--- src/mii_port_params.svh ---
`ifndef MII_PORT_PARAMS_SVH
`define MII_PORT_PARAMS_SVH

// ==========================================================
// Register offsets (byte addresses, one word each)
`define REG_CTRL_OFFSET 3'h0
`define REG_STATUS_OFFSET 3'h4

// ==========================================================
// Control field positions
`define CTRL_SPEED100_BIT 0
`define CTRL_FULL_DUPLEX_BIT 1
`define CTRL_SYMBOL_MODE_BIT 2

// ==========================================================
// Status field positions
`define STAT_STRAP_BIT 0
`define STAT_COLLISION_BIT 1
`define STAT_CARRIER_BIT 2
`define STAT_MGMT_CLK_SEEN_BIT 3
`define STAT_RX_VALID_BIT 4
`define STAT_HW_LOADED_BIT 5

// ==========================================================
// Reset values
`define CTRL_RESET_VALUE 3'h0

// ==========================================================
// Timing
`define SYS_CLK_PERIOD_PS 5000
`define MII_PERIOD_100_PS 40000
`define MII_PERIOD_10_PS 400000
`define MII_HALF_100_CYCLES (`MII_PERIOD_100_PS / (2 * `SYS_CLK_PERIOD_PS))
`define MII_HALF_10_CYCLES (`MII_PERIOD_10_PS / (2 * `SYS_CLK_PERIOD_PS))
`define STRAP_SETTLE_CYCLES 3

`endif

--- src/mii_port_pkg.sv ---
package mii_port_pkg;

	typedef struct packed {
		logic symbol_mode;
		logic full_duplex;
		logic speed100;
	} cfg_t;

	typedef struct packed {
		logic err;
		logic en;
		logic [3:0] data;
	} mii_tx_t;

	typedef struct packed {
		logic halt;
		logic en;
		logic [4:0] symbol;
	} line_tx_t;

endpackage

--- src/mii_clk_div.sv ---
`timescale 1ns/1ps
`include "mii_port_params.svh"

module mii_clk_div (
	input wire logic i_clk,
	input wire logic i_resetn,
	input wire logic i_speed100,
	output logic o_mii_clk,
	output logic o_rise,
	output logic o_fall
);

	localparam logic [5:0] HALF_100 = 6'(`MII_HALF_100_CYCLES);
	localparam logic [5:0] HALF_10 = 6'(`MII_HALF_10_CYCLES);

	logic [5:0] count_reg;
	logic [5:0] half_limit;
	logic wrap;

	assign half_limit = i_speed100 ? HALF_100 : HALF_10;
	assign wrap = (count_reg >= half_limit - 6'h01);

	always_ff @(posedge i_clk) begin
		if (!i_resetn) begin
			count_reg <= 6'h00;
		end else if (wrap) begin
			count_reg <= 6'h00;
		end else begin
			count_reg <= count_reg + 6'h01;
		end
	end

	always_ff @(posedge i_clk) begin
		if (!i_resetn) begin
			o_mii_clk <= 1'b0;
			o_rise <= 1'b0;
			o_fall <= 1'b0;
		end else begin
			o_rise <= wrap && !o_mii_clk;
			o_fall <= wrap && o_mii_clk;
			if (wrap) begin
				o_mii_clk <= !o_mii_clk;
			end
		end
	end

endmodule

--- src/mii_port.sv ---
`timescale 1ns/1ps
`include "mii_port_params.svh"

// Summary of operation
// - Normal mode samples only the four transmit data bits.
// - Transmit error at 100 Mbps sends error symbols; ignored at 10 Mbps.
// - Symbol mode uses transmit error input as transmit bit 4.
// - Device sources transmit clock: 2.5 MHz at 10 Mbps, 25 MHz at 100.
// - Device sources receive clock: 2.5 MHz at 10 Mbps, 25 MHz at 100.
// - Received nibble is driven synchronous to the receive clock.
// - Receive valid marks exactly the cycles carrying valid received data.
// - Receive error flags invalid symbols, synchronous to the receive clock.
// - Symbol mode uses receive error output as receive bit 4.
// - Collision output high for the whole collision, not tied to MII clocks.
// - Collision output stays low in full duplex.
// - Half duplex: carrier sense when transmit or receive medium is busy.
// - Full duplex: carrier sense only while receive medium is busy.
// - Strap high disables management; pins set control bits at every reset.
// - Strap low: pins load defaults at reset, then management owns the bits; here the Avalon bus writes them, the management port cannot.
// - Management data line is shared; each side drives only its own part; here the device never drives it.

module mii_port
	import mii_port_pkg::*;
(
	input wire logic i_clk,
	input wire logic i_resetn,
	// Avalon-MM slave
	input wire logic [2:0] i_address,
	input wire logic i_read,
	input wire logic i_write,
	input wire logic [31:0] i_writedata,
	input wire logic [3:0] i_byteenable,
	output logic [31:0] o_readdata,
	output logic o_waitrequest,
	// MII toward the MAC
	input wire logic [3:0] i_tx_nibble_p0,
	input wire logic i_tx_enable_p0,
	input wire logic i_tx_error_p0,
	output logic o_tx_clock_p0,
	output logic [3:0] o_rx_nibble_p0,
	output logic o_rx_valid_p0,
	output logic o_rx_error_p0,
	output logic o_rx_clock_p0,
	output logic o_collision_p0,
	output logic o_carrier_sense_p0,
	// Management pins and straps
	input wire logic i_mgmt_disable_strap_p0,
	input wire logic i_mgmt_clock_p0,
	input wire logic i_mgmt_data_p0,
	output logic o_mgmt_data_p0,
	output logic o_mgmt_data_oe_p0,
	input wire logic i_hw_speed100,
	input wire logic i_hw_full_duplex,
	input wire logic i_hw_symbol_mode,
	// Line side coding logic
	input wire logic [4:0] i_line_rx_symbol,
	input wire logic i_line_rx_valid,
	input wire logic i_line_rx_invalid,
	input wire logic i_line_rx_active,
	input wire logic i_line_collision,
	output logic [4:0] o_line_tx_symbol,
	output logic o_line_tx_enable,
	output logic o_line_tx_halt
);

	// ==========================================================
	// Pin synchronisers
	localparam int SYNC_W = 11;

	logic [SYNC_W-1:0] pin_async;
	logic [SYNC_W-1:0] pin_meta_reg;
	logic [SYNC_W-1:0] pin_sync_reg;
	mii_tx_t tx_pins;
	logic strap_sync;
	logic mgmt_clk_sync;
	logic mgmt_clk_prev_reg;
	cfg_t hw_cfg_sync;

	// Bit order low to high: tx nibble, enable, error, strap, mgmt clock, control pins
	assign pin_async = {i_hw_symbol_mode, i_hw_full_duplex, i_hw_speed100, i_mgmt_clock_p0,
		i_mgmt_disable_strap_p0, i_tx_error_p0, i_tx_enable_p0, i_tx_nibble_p0};

	always_ff @(posedge i_clk) begin
		pin_meta_reg <= pin_async;
		pin_sync_reg <= pin_meta_reg;
	end

	assign tx_pins = mii_tx_t'(pin_sync_reg[5:0]);
	assign strap_sync = pin_sync_reg[6];
	assign mgmt_clk_sync = pin_sync_reg[7];
	assign hw_cfg_sync = cfg_t'(pin_sync_reg[10:8]);

	// ==========================================================
	// Control bits and strap handling
	cfg_t cfg_reg;
	logic strap_reg;
	logic hw_loaded_reg;
	logic [1:0] settle_reg;
	logic mgmt_clk_seen_reg;
	logic bus_write_now;
	logic ctrl_hit;

	function automatic logic addr_is(input logic [2:0] addr, input logic [2:0] offset);
		return addr == offset;
	endfunction

	assign ctrl_hit = addr_is(i_address, `REG_CTRL_OFFSET);
	assign bus_write_now = i_write && !o_waitrequest;

	// Pins are captured after reset release, once the synchronisers hold real values
	always_ff @(posedge i_clk) begin
		if (!i_resetn) begin
			settle_reg <= 2'h0;
			hw_loaded_reg <= 1'b0;
		end else if (!hw_loaded_reg) begin
			if (settle_reg == 2'(`STRAP_SETTLE_CYCLES - 1)) begin
				hw_loaded_reg <= 1'b1;
			end else begin
				settle_reg <= settle_reg + 2'h1;
			end
		end
	end

	// Strap is frozen once the pins are loaded; only a reset samples it again
	always_ff @(posedge i_clk) begin
		if (!i_resetn) begin
			strap_reg <= 1'b0;
		end else if (!hw_loaded_reg) begin
			strap_reg <= strap_sync;
		end
	end

	// Strap high keeps the pins in charge; strap low hands the bits to the bus
	always_ff @(posedge i_clk) begin
		if (!i_resetn) begin
			cfg_reg <= cfg_t'(`CTRL_RESET_VALUE);
		end else if (!hw_loaded_reg) begin
			cfg_reg <= hw_cfg_sync;
		end else if (bus_write_now && ctrl_hit && i_byteenable[0] && !strap_reg) begin
			cfg_reg.speed100 <= i_writedata[`CTRL_SPEED100_BIT];
			cfg_reg.full_duplex <= i_writedata[`CTRL_FULL_DUPLEX_BIT];
			cfg_reg.symbol_mode <= i_writedata[`CTRL_SYMBOL_MODE_BIT];
		end
	end

	// Management port: disabled by the strap; no frame engine, so the line is never driven
	always_ff @(posedge i_clk) begin
		if (!i_resetn) begin
			o_mgmt_data_p0 <= 1'b0;
			o_mgmt_data_oe_p0 <= 1'b0;
		end else begin
			o_mgmt_data_p0 <= 1'b0;
			o_mgmt_data_oe_p0 <= 1'b0;
		end
	end

	always_ff @(posedge i_clk) begin
		if (!i_resetn) begin
			mgmt_clk_prev_reg <= 1'b0;
			mgmt_clk_seen_reg <= 1'b0;
		end else begin
			mgmt_clk_prev_reg <= mgmt_clk_sync;
			if (!strap_reg && hw_loaded_reg && mgmt_clk_sync && !mgmt_clk_prev_reg) begin
				mgmt_clk_seen_reg <= 1'b1;
			end
		end
	end

	// ==========================================================
	// MII clock generation
	logic tx_fall;
	logic rx_fall;

	mii_clk_div u_tx_clk_div (
		.i_clk(i_clk),
		.i_resetn(i_resetn),
		.i_speed100(cfg_reg.speed100),
		.o_mii_clk(o_tx_clock_p0),
		.o_rise(),
		.o_fall(tx_fall)
	);

	mii_clk_div u_rx_clk_div (
		.i_clk(i_clk),
		.i_resetn(i_resetn),
		.i_speed100(cfg_reg.speed100),
		.o_mii_clk(o_rx_clock_p0),
		.o_rise(),
		.o_fall(rx_fall)
	);

	// ==========================================================
	// Transmit path: sample mid-period, away from the MAC's change after the rising edge
	line_tx_t line_tx_next;

	// Error becomes bit 4 in symbol mode, a halt request at 100 Mbps otherwise
	always_comb begin
		line_tx_next.en = tx_pins.en;
		line_tx_next.symbol = {1'b0, tx_pins.data};
		line_tx_next.halt = 1'b0;
		if (cfg_reg.symbol_mode) begin
			line_tx_next.symbol[4] = tx_pins.err;
		end else begin
			line_tx_next.halt = tx_pins.err && tx_pins.en && cfg_reg.speed100;
		end
	end

	always_ff @(posedge i_clk) begin
		if (!i_resetn) begin
			o_line_tx_symbol <= 5'h00;
			o_line_tx_enable <= 1'b0;
			o_line_tx_halt <= 1'b0;
		end else if (tx_fall) begin
			o_line_tx_symbol <= line_tx_next.symbol;
			o_line_tx_enable <= line_tx_next.en;
			o_line_tx_halt <= line_tx_next.halt;
		end
	end

	// ==========================================================
	// Receive path: outputs change on the falling edge so the MAC samples on the rising edge
	always_ff @(posedge i_clk) begin
		if (!i_resetn) begin
			o_rx_nibble_p0 <= 4'h0;
			o_rx_valid_p0 <= 1'b0;
			o_rx_error_p0 <= 1'b0;
		end else if (rx_fall) begin
			o_rx_nibble_p0 <= i_line_rx_valid ? i_line_rx_symbol[3:0] : 4'h0;
			o_rx_valid_p0 <= i_line_rx_valid;
			if (cfg_reg.symbol_mode) begin
				o_rx_error_p0 <= i_line_rx_symbol[4];
			end else begin
				o_rx_error_p0 <= i_line_rx_invalid;
			end
		end
	end

	// ==========================================================
	// Collision and carrier sense: follow the line each system clock
	always_ff @(posedge i_clk) begin
		if (!i_resetn) begin
			o_collision_p0 <= 1'b0;
		end else begin
			o_collision_p0 <= i_line_collision && !cfg_reg.full_duplex;
		end
	end

	always_ff @(posedge i_clk) begin
		if (!i_resetn) begin
			o_carrier_sense_p0 <= 1'b0;
		end else if (cfg_reg.full_duplex) begin
			o_carrier_sense_p0 <= i_line_rx_active;
		end else begin
			o_carrier_sense_p0 <= i_line_rx_active || o_line_tx_enable;
		end
	end

	// ==========================================================
	// Avalon-MM slave: one wait cycle, then the answer
	logic [31:0] read_word;

	always_comb begin
		read_word = 32'h0000_0000;
		if (ctrl_hit) begin
			read_word[`CTRL_SPEED100_BIT] = cfg_reg.speed100;
			read_word[`CTRL_FULL_DUPLEX_BIT] = cfg_reg.full_duplex;
			read_word[`CTRL_SYMBOL_MODE_BIT] = cfg_reg.symbol_mode;
		end else if (addr_is(i_address, `REG_STATUS_OFFSET)) begin
			read_word[`STAT_STRAP_BIT] = strap_reg;
			read_word[`STAT_COLLISION_BIT] = o_collision_p0;
			read_word[`STAT_CARRIER_BIT] = o_carrier_sense_p0;
			read_word[`STAT_MGMT_CLK_SEEN_BIT] = mgmt_clk_seen_reg;
			read_word[`STAT_RX_VALID_BIT] = o_rx_valid_p0;
			read_word[`STAT_HW_LOADED_BIT] = hw_loaded_reg;
		end
	end

	// Low for exactly one cycle, so a held request is answered every second cycle
	always_ff @(posedge i_clk) begin
		if (!i_resetn) begin
			o_waitrequest <= 1'b1;
		end else if ((i_read || i_write) && o_waitrequest) begin
			o_waitrequest <= 1'b0;
		end else begin
			o_waitrequest <= 1'b1;
		end
	end

	// Read data is taken on the request edge and holds until the next read
	always_ff @(posedge i_clk) begin
		if (!i_resetn) begin
			o_readdata <= 32'h0000_0000;
		end else if (i_read && o_waitrequest) begin
			o_readdata <= read_word;
		end
	end

endmodule

--- config.mk ---
export PLATFORM = sky130hd
export DESIGN_NAME = mii_port
export DESIGN_NICKNAME = d
export VERILOG_FILES = /design/src/mii_port_pkg.sv /design/src/mii_clk_div.sv /design/src/mii_port.sv
export VERILOG_INCLUDE_DIRS = /design/src
export SDC_FILE = /design/constraint.sdc
export NUM_CORES = 1
export LEC_CHECK = 0
export ABC_AREA = 1
export BUFFER_PORTS_ARGS = -buffer_cell sky130_fd_sc_hd__buf_2
export CAP_MARGIN = 20
export CORE_ASPECT_RATIO = 0.5
export CORE_UTILIZATION = 51
export DETAILED_ROUTE_END_ITERATION = 6
export PLACE_DENSITY_LB_ADDON = 0.25
export SLEW_MARGIN = 20
export SYNTH_ARGS = -nofsm -noshare
export SYNTH_HDL_FRONTEND = slang
export SYNTH_SLANG_ARGS = --single-unit
--- constraint.sdc ---
create_clock -name i_clk -period 2.44 [get_ports i_clk]
set_clock_uncertainty 0.15 [all_clocks]
set_input_delay 0.732 -clock i_clk [delete_from_list [all_inputs] [get_ports i_clk]]
set_output_delay 0.732 -clock i_clk [all_outputs]
set_load 0.1 [all_outputs]
Word level (Yosys, flattened, before mapping)
Cells that the tools add are included.

Bitwise gates (word level): 3. Magnitude comparators: 2. Reductions and logical operators: 26. Eq/ne operators: 3. Muxes and demuxes: 14. Add/subtract/negate cells: 4.

Operator list (number): $logic_and 1x1->1 (14); $add 6x1->6 const B (2); $ge 6x6->1 (2); $mux 3 (4); $mux 6 (2); $mux 1 (7); $logic_not 1->1 (6); $sub 6x1->6 const B (1); $mux 4 (1); $reduce_or 2->1 (2); $eq 3x3->1 const B (1); $logic_not 3->1 (1); $not 1->1 (3); $add 2x1->2 const B (1); $eq 2x2->1 const B (1); $logic_or 1x1->1 (2); $ne 2x1->1 const B (1); $reduce_and 2->1 (1).

Word-level logic and storage cells: 78. Bits of input ports: 64. Flip-flop bits (word level): 69.

Depth between registers and ports, before layout
Gate-level depths: netlist of run 1.

Depth in word-level cells: 7. Mapped depth: 8. Depth with buffers taken out: 8.

Cells and area by module
From an unflattened synthesis of run 1, not the netlist that was laid out.

Cell total of the unflattened synthesis: 320. Area, all modules: 2720.1 µm².

Modules (own cells, without submodules): mii_port (times used 1, sequential area each 1061.0 µm², cells an instance 224, area each 1934.4 µm²); mii_clk_div (times used 2, sequential area each 180.2 µm², cells an instance 48, area each 392.9 µm²).

Worst setup path after synthesis of run 1
Ideal clock, no wire load.

Path kind: register to output. Start: register o_waitrequest. End: output port o_waitrequest. Path buffers: 0. Arrival: 956 ps. Data required time: 1558 ps. Stages on the path, launching flop included: 1. Setup slack: 602 ps. Cell sequence: dfxtp_1.

RTL lines: from (decl) (line mii_port.sv:34) `output logic o_waitrequest,`; from (signal assigned) (line mii_port.sv:281) `o_waitrequest <= 1'b1;`; from (signal assigned) (line mii_port.sv:283) `o_waitrequest <= 1'b0;`; from (signal assigned) (line mii_port.sv:285) `o_waitrequest <= 1'b1;`.

No word-level cell between the ends.

Final worst setup path of run 1
Start: register o_line_tx_enable. End: output port o_line_tx_enable.

RTL lines: from (decl) (line mii_port.sv:62) `output logic o_line_tx_enable,`; from (signal assigned) (line mii_port.sv:215) `o_line_tx_enable <= line_tx_next.en;`.

No word-level cell between the ends.

==> results.md, run 1 <==
- Worst Hold Launch: pin_meta_reg[9]$_DFF_P_
- DR vias/cell: 4.52
- Maximum number of pins on one net before global-route repair: 22
- Top_reg_cell synth: sky130_fd_sc_hd__dfxtp_1
- TritonRoute pass-1 iters: 4
- Storage cell area: 0.00138 sq mm
- Number of warnings printed during yosys synthesis: 0
- Net count of the finished layout: 462
- Max rail drop VDD: between 0.5 and 0.6 mV
- Placer's final routability congestion estimate: 0.812
- Slew @ Worst Pin: 530 ps
- Area used by multi-input combinational logic: 0.00104 sq mm
- Total setup buffers inserted after CTS: 0
- CTS tree: yes
- Initial antenna violation count: 0
- Via count of the first global-routing pass: roughly 1,800
- Remaining routing DRC violations: 0
- Clock buffer count from CTS: 9
- CTS resizes: 0
- Area of all placed cells without fillers: 0.00315 sq mm
- Area enclosed by the die boundary: 0.00560 sq mm
- Synthesized area per cell: 8.13 sq um
- Number of flops mapped to enable cells by yosys: 0
- Delay of the slowest cell on the worst path: 450 ps
- Number of instances in the placed design: 450
- Antenna-violating nets left: 0
- Source of the worst register-to-register timing path: cfg_reg[0]$_SDFFE_PN0P_
- Max Freq: 486 MHz
- Element type at the critical path start: flop
- Tightest slew margin relative to the limit: 64.6%
- Worst-path cell chain: buf_2
- Proportion of register bits with asynchronous set or reset after synthesis: 0%
- Setup crit end kind: primary output
- Commonest cells in the netlist: sky130_fd_sc_hd__dfxtp_1 (69), sky130_fd_sc_hd__nand2_1 (63), sky130_fd_sc_hd__nor2_1 (46), sky130_fd_sc_hd__inv_1 (36), sky130_fd_sc_hd__buf_4 (28)
- Required time reported for the critical path endpoint: 1560 ps
- Total via count in the routed design: between 2,000 and 2,500
- Register bit total from synthesis: 69
- Number of ports placed on the die boundary: about 120
- Kind of path behind the tightest hold check: reg -> reg
- Sequential element share of the synthesized area: between 50% and 60%
- Drt total wl: 4680 um
- H-tree depth reported by CTS: 3
- Clock root cell: sky130_fd_sc_hd__clkbuf_8
- Layout cell share with drive strength beyond 1: 21.0%
- Number of hold violations in the final report: 0
- Final Max Slew Viols: 0
- Worst R2R End: u_rx_clk_div.count_reg[5]$_SDFF_PP0_
- Final Cycle Share: a little over four fifths
- Non-filler instance count after layout: 466
- Cell type with the highest aggregate area in the netlist: sky130_fd_sc_hd__dfxtp_1
- Number of buffers and inverters on the critical path: 1
- Outcome: finished, final reports clean
- Number of distinct standard cells referenced by the synthesized netlist: 24
- Area of placed instances: 0.00293 sq mm
- Buffers on Ports: 54
- Number of filler instances in the final layout: roughly 420
- Std-Cell Core Area: 0.00500 sq mm
- Clock edge transition at the registers on the reported setup and hold paths: 70 ps
- Number of cells produced by synthesis: 332
- Overall track demand over capacity in global routing: approximately 18%
- Wire length of the first global-routing pass: 7630 um
- Slowest stage cell on the critical path: sky130_fd_sc_hd__buf_2
- DP Wirelength: 3370 um
- Die Span X: 105 um
- Number of buffers on the longest clock path: 2
- Area added between synthesis and finish: 16.6%
- Hold slack: 180 ps
- Minimum setup slack among reg-to-reg paths: 720 ps
- Most used standard cell by instance count after synthesis: sky130_fd_sc_hd__dfxtp_1
- Synth area leaders: sky130_fd_sc_hd__dfxtp_1 (51%), sky130_fd_sc_hd__nand2_1 (8.8%), sky130_fd_sc_hd__buf_4 (7.8%)
- Cell depth of the worst hold path: 0
- Overflow left after global routing: 0
- Starting DRT DRC Count: 76
- Count of hold buffers inserted by post-cts repair: 0
- Leakage power: 1.56 nW
- DR WL/cell: 10.0 um
- Largest fanout on the critical path: 3
- CP Class: reg -> out
- Worst reg-to-reg path cell count: 6
- Tmin final: 2060 ps
- Number of endpoints failing setup at the final stage: 0
- Mapped cell area: 0.00270 sq mm
- Sum Neg Setup Slack: 0 ps
- # diodes: 0
- Cell family with the largest share of critical-path delay: buffers and inverters
- Crit path arrival time: around 1200 ps
- Unrepaired setup endpoints after global routing: no
- Share of the synthesized area in the top cell type: about 50%
- # rows: 18
- Clk Latency, worst-skew pair: roughly 340 ps
- Power per standard cell area: 897 mW/mm^2
- Max-capacitance violation count: 0
- Total number of clock tree sinks: 69
- Die height: 53.4 um
- Starting Density: 54.0%
- Endpoint of the worst hold-timing path: pin_sync_reg[9]$_DFF_P_
==> cells by family after synthesis <==
logic type	count (synthesis)	share of synthesized area (%)
AO/OA/AOI/OAI	33	6.49
XOR/XNOR	7	2.27
adder cells (fa/ha/maj)	7	3.25
buffers and inverters	71	14.0
flip-flops	69	51.2
other	1	0.139
AND/OR/NAND/NOR	144	22.7
==> how the worst max path moves through the flow <==
stage | endpoint | slack [ps] | cells past startpoint | startpoint
3_5_place_dp | cfg_reg[0]$_SDFFE_PN0P_ | 620 | 7 | i_address[0]
3_3_place_gp | cfg_reg[1]$_SDFFE_PN0P_ | 610 | 7 | i_address[0]
4_1_cts | o_line_tx_enable | 370 | 1 | o_line_tx_enable$_SDFFE_PN0P_
6_report | o_line_tx_enable | 380 | 1 | o_line_tx_enable$_SDFFE_PN0P_
2_1_floorplan | o_waitrequest | 600 | 0 | o_waitrequest$_SDFF_PN1_
5_1_grt | o_waitrequest | 330 | 1 | o_waitrequest$_SDFF_PN1_
==> cell type report <==
class	count	share of cell area [%]
Clock inverter	6	2.98
Sequential cell	69	43.9
Clock buffer	10	4.05
Inverter	37	4.41
Timing Repair Buffer	55	8.82
Tap cell	70	2.78
Multi-Input combinational cell	219	33.1
==> where the power goes <==
group | internal, mW | switching (mW) | leakage (nW) | total [mW]
logic | 0.111 | 0.419 | 0.878 | 0.529
clock network | 0.584 | 0.434 | 0.107 | 1.02
registers | 1.21 | 0.0700 | 0.570 | 1.28
total | 1.90 | 0.923 | 1.56 | 2.82
==> layout by cell type (no fill, tap or decap), drive strengths merged <==
cell      count
a21oi        19
buf          55
bufinv        2
clkbuf       10
clkinv        1
clkinvlp      1
conb         28
dfxtp        69
ha            7
inv          39
nand2        66
nand3        19
nand4         2
nor2         55
nor3          2
o211ai        2
o21a          1
o21ai        10
o21bai        1
xnor2         3
xor2          4
==> stage by stage <==
stage / total power [mW] / utilization (%) / worst slack [ps]
finish: 2.82 / 63.0 / 384
global route: 2.94 / 63.0 / 329
CTS: 2.85 / 63.0 / 367
detailed placement: 1.83 / 58.5 / 621
global placement: 1.81 / 58.5 / 612
floorplan: 1.77 / - / 602
==> worst reg2reg max path, stage by stage (launching register included) <==
cell and delay, ps:
sky130_fd_sc_hd__dfxtp_1 530, sky130_fd_sc_hd__ha_1 350, sky130_fd_sc_hd__a21oi_1 160, sky130_fd_sc_hd__nand2_1 80, sky130_fd_sc_hd__nor2_2 140, sky130_fd_sc_hd__nand2_2 120
sky130_fd_sc_hd__nor2_1 130
==> per-layer routing <==
layer / track usage, % / wire length, um / vias up
li1: - / - / 1089
met1: 19.6 / 2130 / 935
met2: 32.8 / 2200 / 72
met3: 6.16 / 290 / 9
met4: 7.75 / 65 / 0
met5: 0 / 0 / -
(Power assumes the default switching activity.)
==> run 2: changes to the inputs <==
- CORE_UTILIZATION: 51 -> 47
- clock period: 2.44 -> 1.9 ns (I/O delays scaled with it)
==> results.md, run 2 (synthesis gave the netlist of run 1 again) <==
- Overall track demand over capacity in global routing: 17.9% (about the same)
- Number of endpoints failing setup at the final stage: 0 (unchanged)
- Clock edge transition at the registers on the reported setup and hold paths: 60 ps (was 70 ps)
- Number of filler instances in the final layout: 468 (was 418)
- Max-capacitance violation count: 0 (unchanged)
- Clock root cell: sky130_fd_sc_hd__clkbuf_16 (was sky130_fd_sc_hd__clkbuf_8)
- Clk Latency, worst-skew pair: 330 ps (was 340 ps)
- Unrepaired setup endpoints after global routing: no (unchanged)
- Total via count in the routed design: 2,118 (was 2,105)
- Antenna-violating nets left: 0 (unchanged)
- Power per standard cell area: 1250 mW/mm^2 (was 897 mW/mm^2)
- Delay of the slowest cell on the worst path: 440 ps (was 450 ps)
- Via count of the first global-routing pass: 1,930 (was 1,781)
- DP Wirelength: 3430 um (was 3370 um)
- Overflow left after global routing: 0 (unchanged)
- Wire length of the first global-routing pass: 8150 um (was 7630 um)
- # rows: 19 (was 18)
- Number of buffers on the longest clock path: 2 (unchanged)
- CTS tree: yes (unchanged)
- Area enclosed by the die boundary: 0.00607 sq mm (was 0.00560 sq mm)
- DR vias/cell: 4.48 (was 4.52)
- Leakage power: 1.62 nW (was 1.56 nW)
- Die height: 55.6 um (was 53.4 um)
- Buffers on Ports: 54 (unchanged)
- Sum of internal, switching and leakage power: 4.12 mW (was 2.82 mW)
- DR WL/cell: 10.1 um (was 10.0 um)
- Final Max Slew Viols: 0 (unchanged)
- Layout cell share with drive strength beyond 1: 21.8% (was 21.0%)
- TritonRoute pass-1 iters: 4 (unchanged)
- Tmin final: 1840 ps
- Drt total wl: 4790 um (was 4680 um)
- Sum Neg Setup Slack: 0 ps (unchanged)
- Kind of path behind the tightest hold check: reg -> reg (unchanged)
- Placer's final routability congestion estimate: 0.755 (was 0.812)
- Max Freq: 544 MHz
- Outcome: finished, final reports clean (unchanged)
- Std-Cell Core Area: 0.00552 sq mm (was 0.00500 sq mm)
- Total number of clock tree sinks: 69 (unchanged)
- Setup crit end kind: primary output (unchanged)
- Number of ports placed on the die boundary: 116 (unchanged)
- Number of buffers and inverters on the critical path: 1 (unchanged)
- Cell family with the largest share of critical-path delay: buffers and inverters (unchanged)
- Area added between synthesis and finish: 21.9% (was 16.6%)
- Count of hold buffers inserted by post-cts repair: 0 (unchanged)
- Crit path arrival time: 1120 ps (was 1170 ps)
- Area of placed instances: 0.00296 sq mm (was 0.00293 sq mm)
- Die Span X: 109 um (was 105 um)
- Max rail drop VDD: 0.741 mV (was 0.531 mV)
- Initial antenna violation count: 0 (unchanged)
- Remaining routing DRC violations: 0 (unchanged)
- Starting DRT DRC Count: 63 (was 76)
- Slowest stage cell on the critical path: sky130_fd_sc_hd__buf_2 (unchanged)
- Required time reported for the critical path endpoint: 1180 ps (was 1560 ps)
- Hold slack: 175 ps (was 180 ps)
- Most frequent standard cell in the layout excluding fill and tap cells: sky130_fd_sc_hd__dfxtp_1 (unchanged)
- Starting Density: 48.9% (was 54.0%)
- Net count of the finished layout: 466 (was 462)
- Maximum number of pins on one net before global-route repair: 22 (unchanged)
- Worst-path cell chain: buf_2 (unchanged)
- Largest fanout on the critical path: 3 (unchanged)
- Finished Core Util: 59.7% (was 63.0%)
- Area of all placed cells without fillers: 0.00329 sq mm (was 0.00315 sq mm)
- Final Cycle Share: 96.7%
- Highest-count cells in the layout ignoring fill and taps: sky130_fd_sc_hd__dfxtp_1 (69), sky130_fd_sc_hd__nand2_1 (63), sky130_fd_sc_hd__buf_2 (52) (was sky130_fd_sc_hd__dfxtp_1 (69), sky130_fd_sc_hd__nand2_1 (63), sky130_fd_sc_hd__buf_2 (54))
- CP Class: reg -> out (unchanged)
- Number of hold violations in the final report: 0 (unchanged)
- Clock buffer count from CTS: 9 (unchanged)
- # diodes: 0 (unchanged)
- H-tree depth reported by CTS: 3 (unchanged)
- Element type at the critical path start: flop (unchanged)
-- run 2: changes by cell type in the layout (fill, tap and decap cells not counted) --
cell                        delta
sky130_fd_sc_hd__clkbuf_16     +9
sky130_fd_sc_hd__clkbuf_8      -9
sky130_fd_sc_hd__buf_4         +4
sky130_fd_sc_hd__buf_2         -2
sky130_fd_sc_hd__clkbuf_4      +2
sky130_fd_sc_hd__inv_6         -2
sky130_fd_sc_hd__clkinv_4      +1
sky130_fd_sc_hd__inv_8         +1
-- run 2: worst paths after layout --
path                                    from                                    to  slack (ps)  cells after the start
setup / recovery  o_rx_valid_p0$_SDFFE_PN0P_                         o_rx_valid_p0          60                      1
hold / removal       pin_meta_reg[1]$_DFF_P_               pin_sync_reg[1]$_DFF_P_         170                      0
setup reg to reg     cfg_reg[0]$_SDFFE_PN0P_  u_rx_clk_div.count_reg[5]$_SDFF_PP0_         190                      6
hold reg to reg      pin_meta_reg[1]$_DFF_P_               pin_sync_reg[1]$_DFF_P_         170                      0
-- run 2: worst reg2reg max path: stages, from the launching register on --
cell	delay [ps]
sky130_fd_sc_hd__dfxtp_1	550
sky130_fd_sc_hd__ha_1	350
sky130_fd_sc_hd__a21oi_1	150
sky130_fd_sc_hd__nand2_1	80
sky130_fd_sc_hd__nor2_2	140
sky130_fd_sc_hd__nand2_2	110
sky130_fd_sc_hd__nor2_1	110
-- run 2: through the flow --
stage,instances,worst slack [ps]
after floorplan,359,110
after global placement,457,242
after detailed placement,457,215
after CTS,473,2.35
after global routing,473,35.1
final,473,62.6
-- run 2: final cells by class --
class | instances | area [sq um] | area share, %
multi-input cells | 219 | 1040 | 31.6
flip-flops and latches | 69 | 1380 | 42.0
clock inverters | 6 | 96.3 | 2.93
inverters | 37 | 139 | 4.22
repair buffers | 59 | 313 | 9.51
clock buffers | 10 | 229 | 6.96
well taps | 73 | 91.3 | 2.78
-- run 2: where the power goes --
group | total [mW] | internal [mW] | leakage, nW | switching (mW)
sequential | 1.63 | 1.55 | 0.570 | 0.0763
combinational | 0.709 | 0.154 | 0.899 | 0.555
clock | 1.78 | 1.16 | 0.155 | 0.620
-- run 2: layer usage --
metal  wire length [um]  track usage, %  part of all wire [%]
met1               2160            21.1                    45
met2               2230            28.5                    47
met3                292            6.79                   6.1
met4                107            8.88                   2.2
met5                  0               0                     0
-- run 2: what timing repair did --
action / CTS / global route
gates resized for setup: 0 / 2
buffers inserted: 0 / 0
setup endpoints to repair: 0 / 2
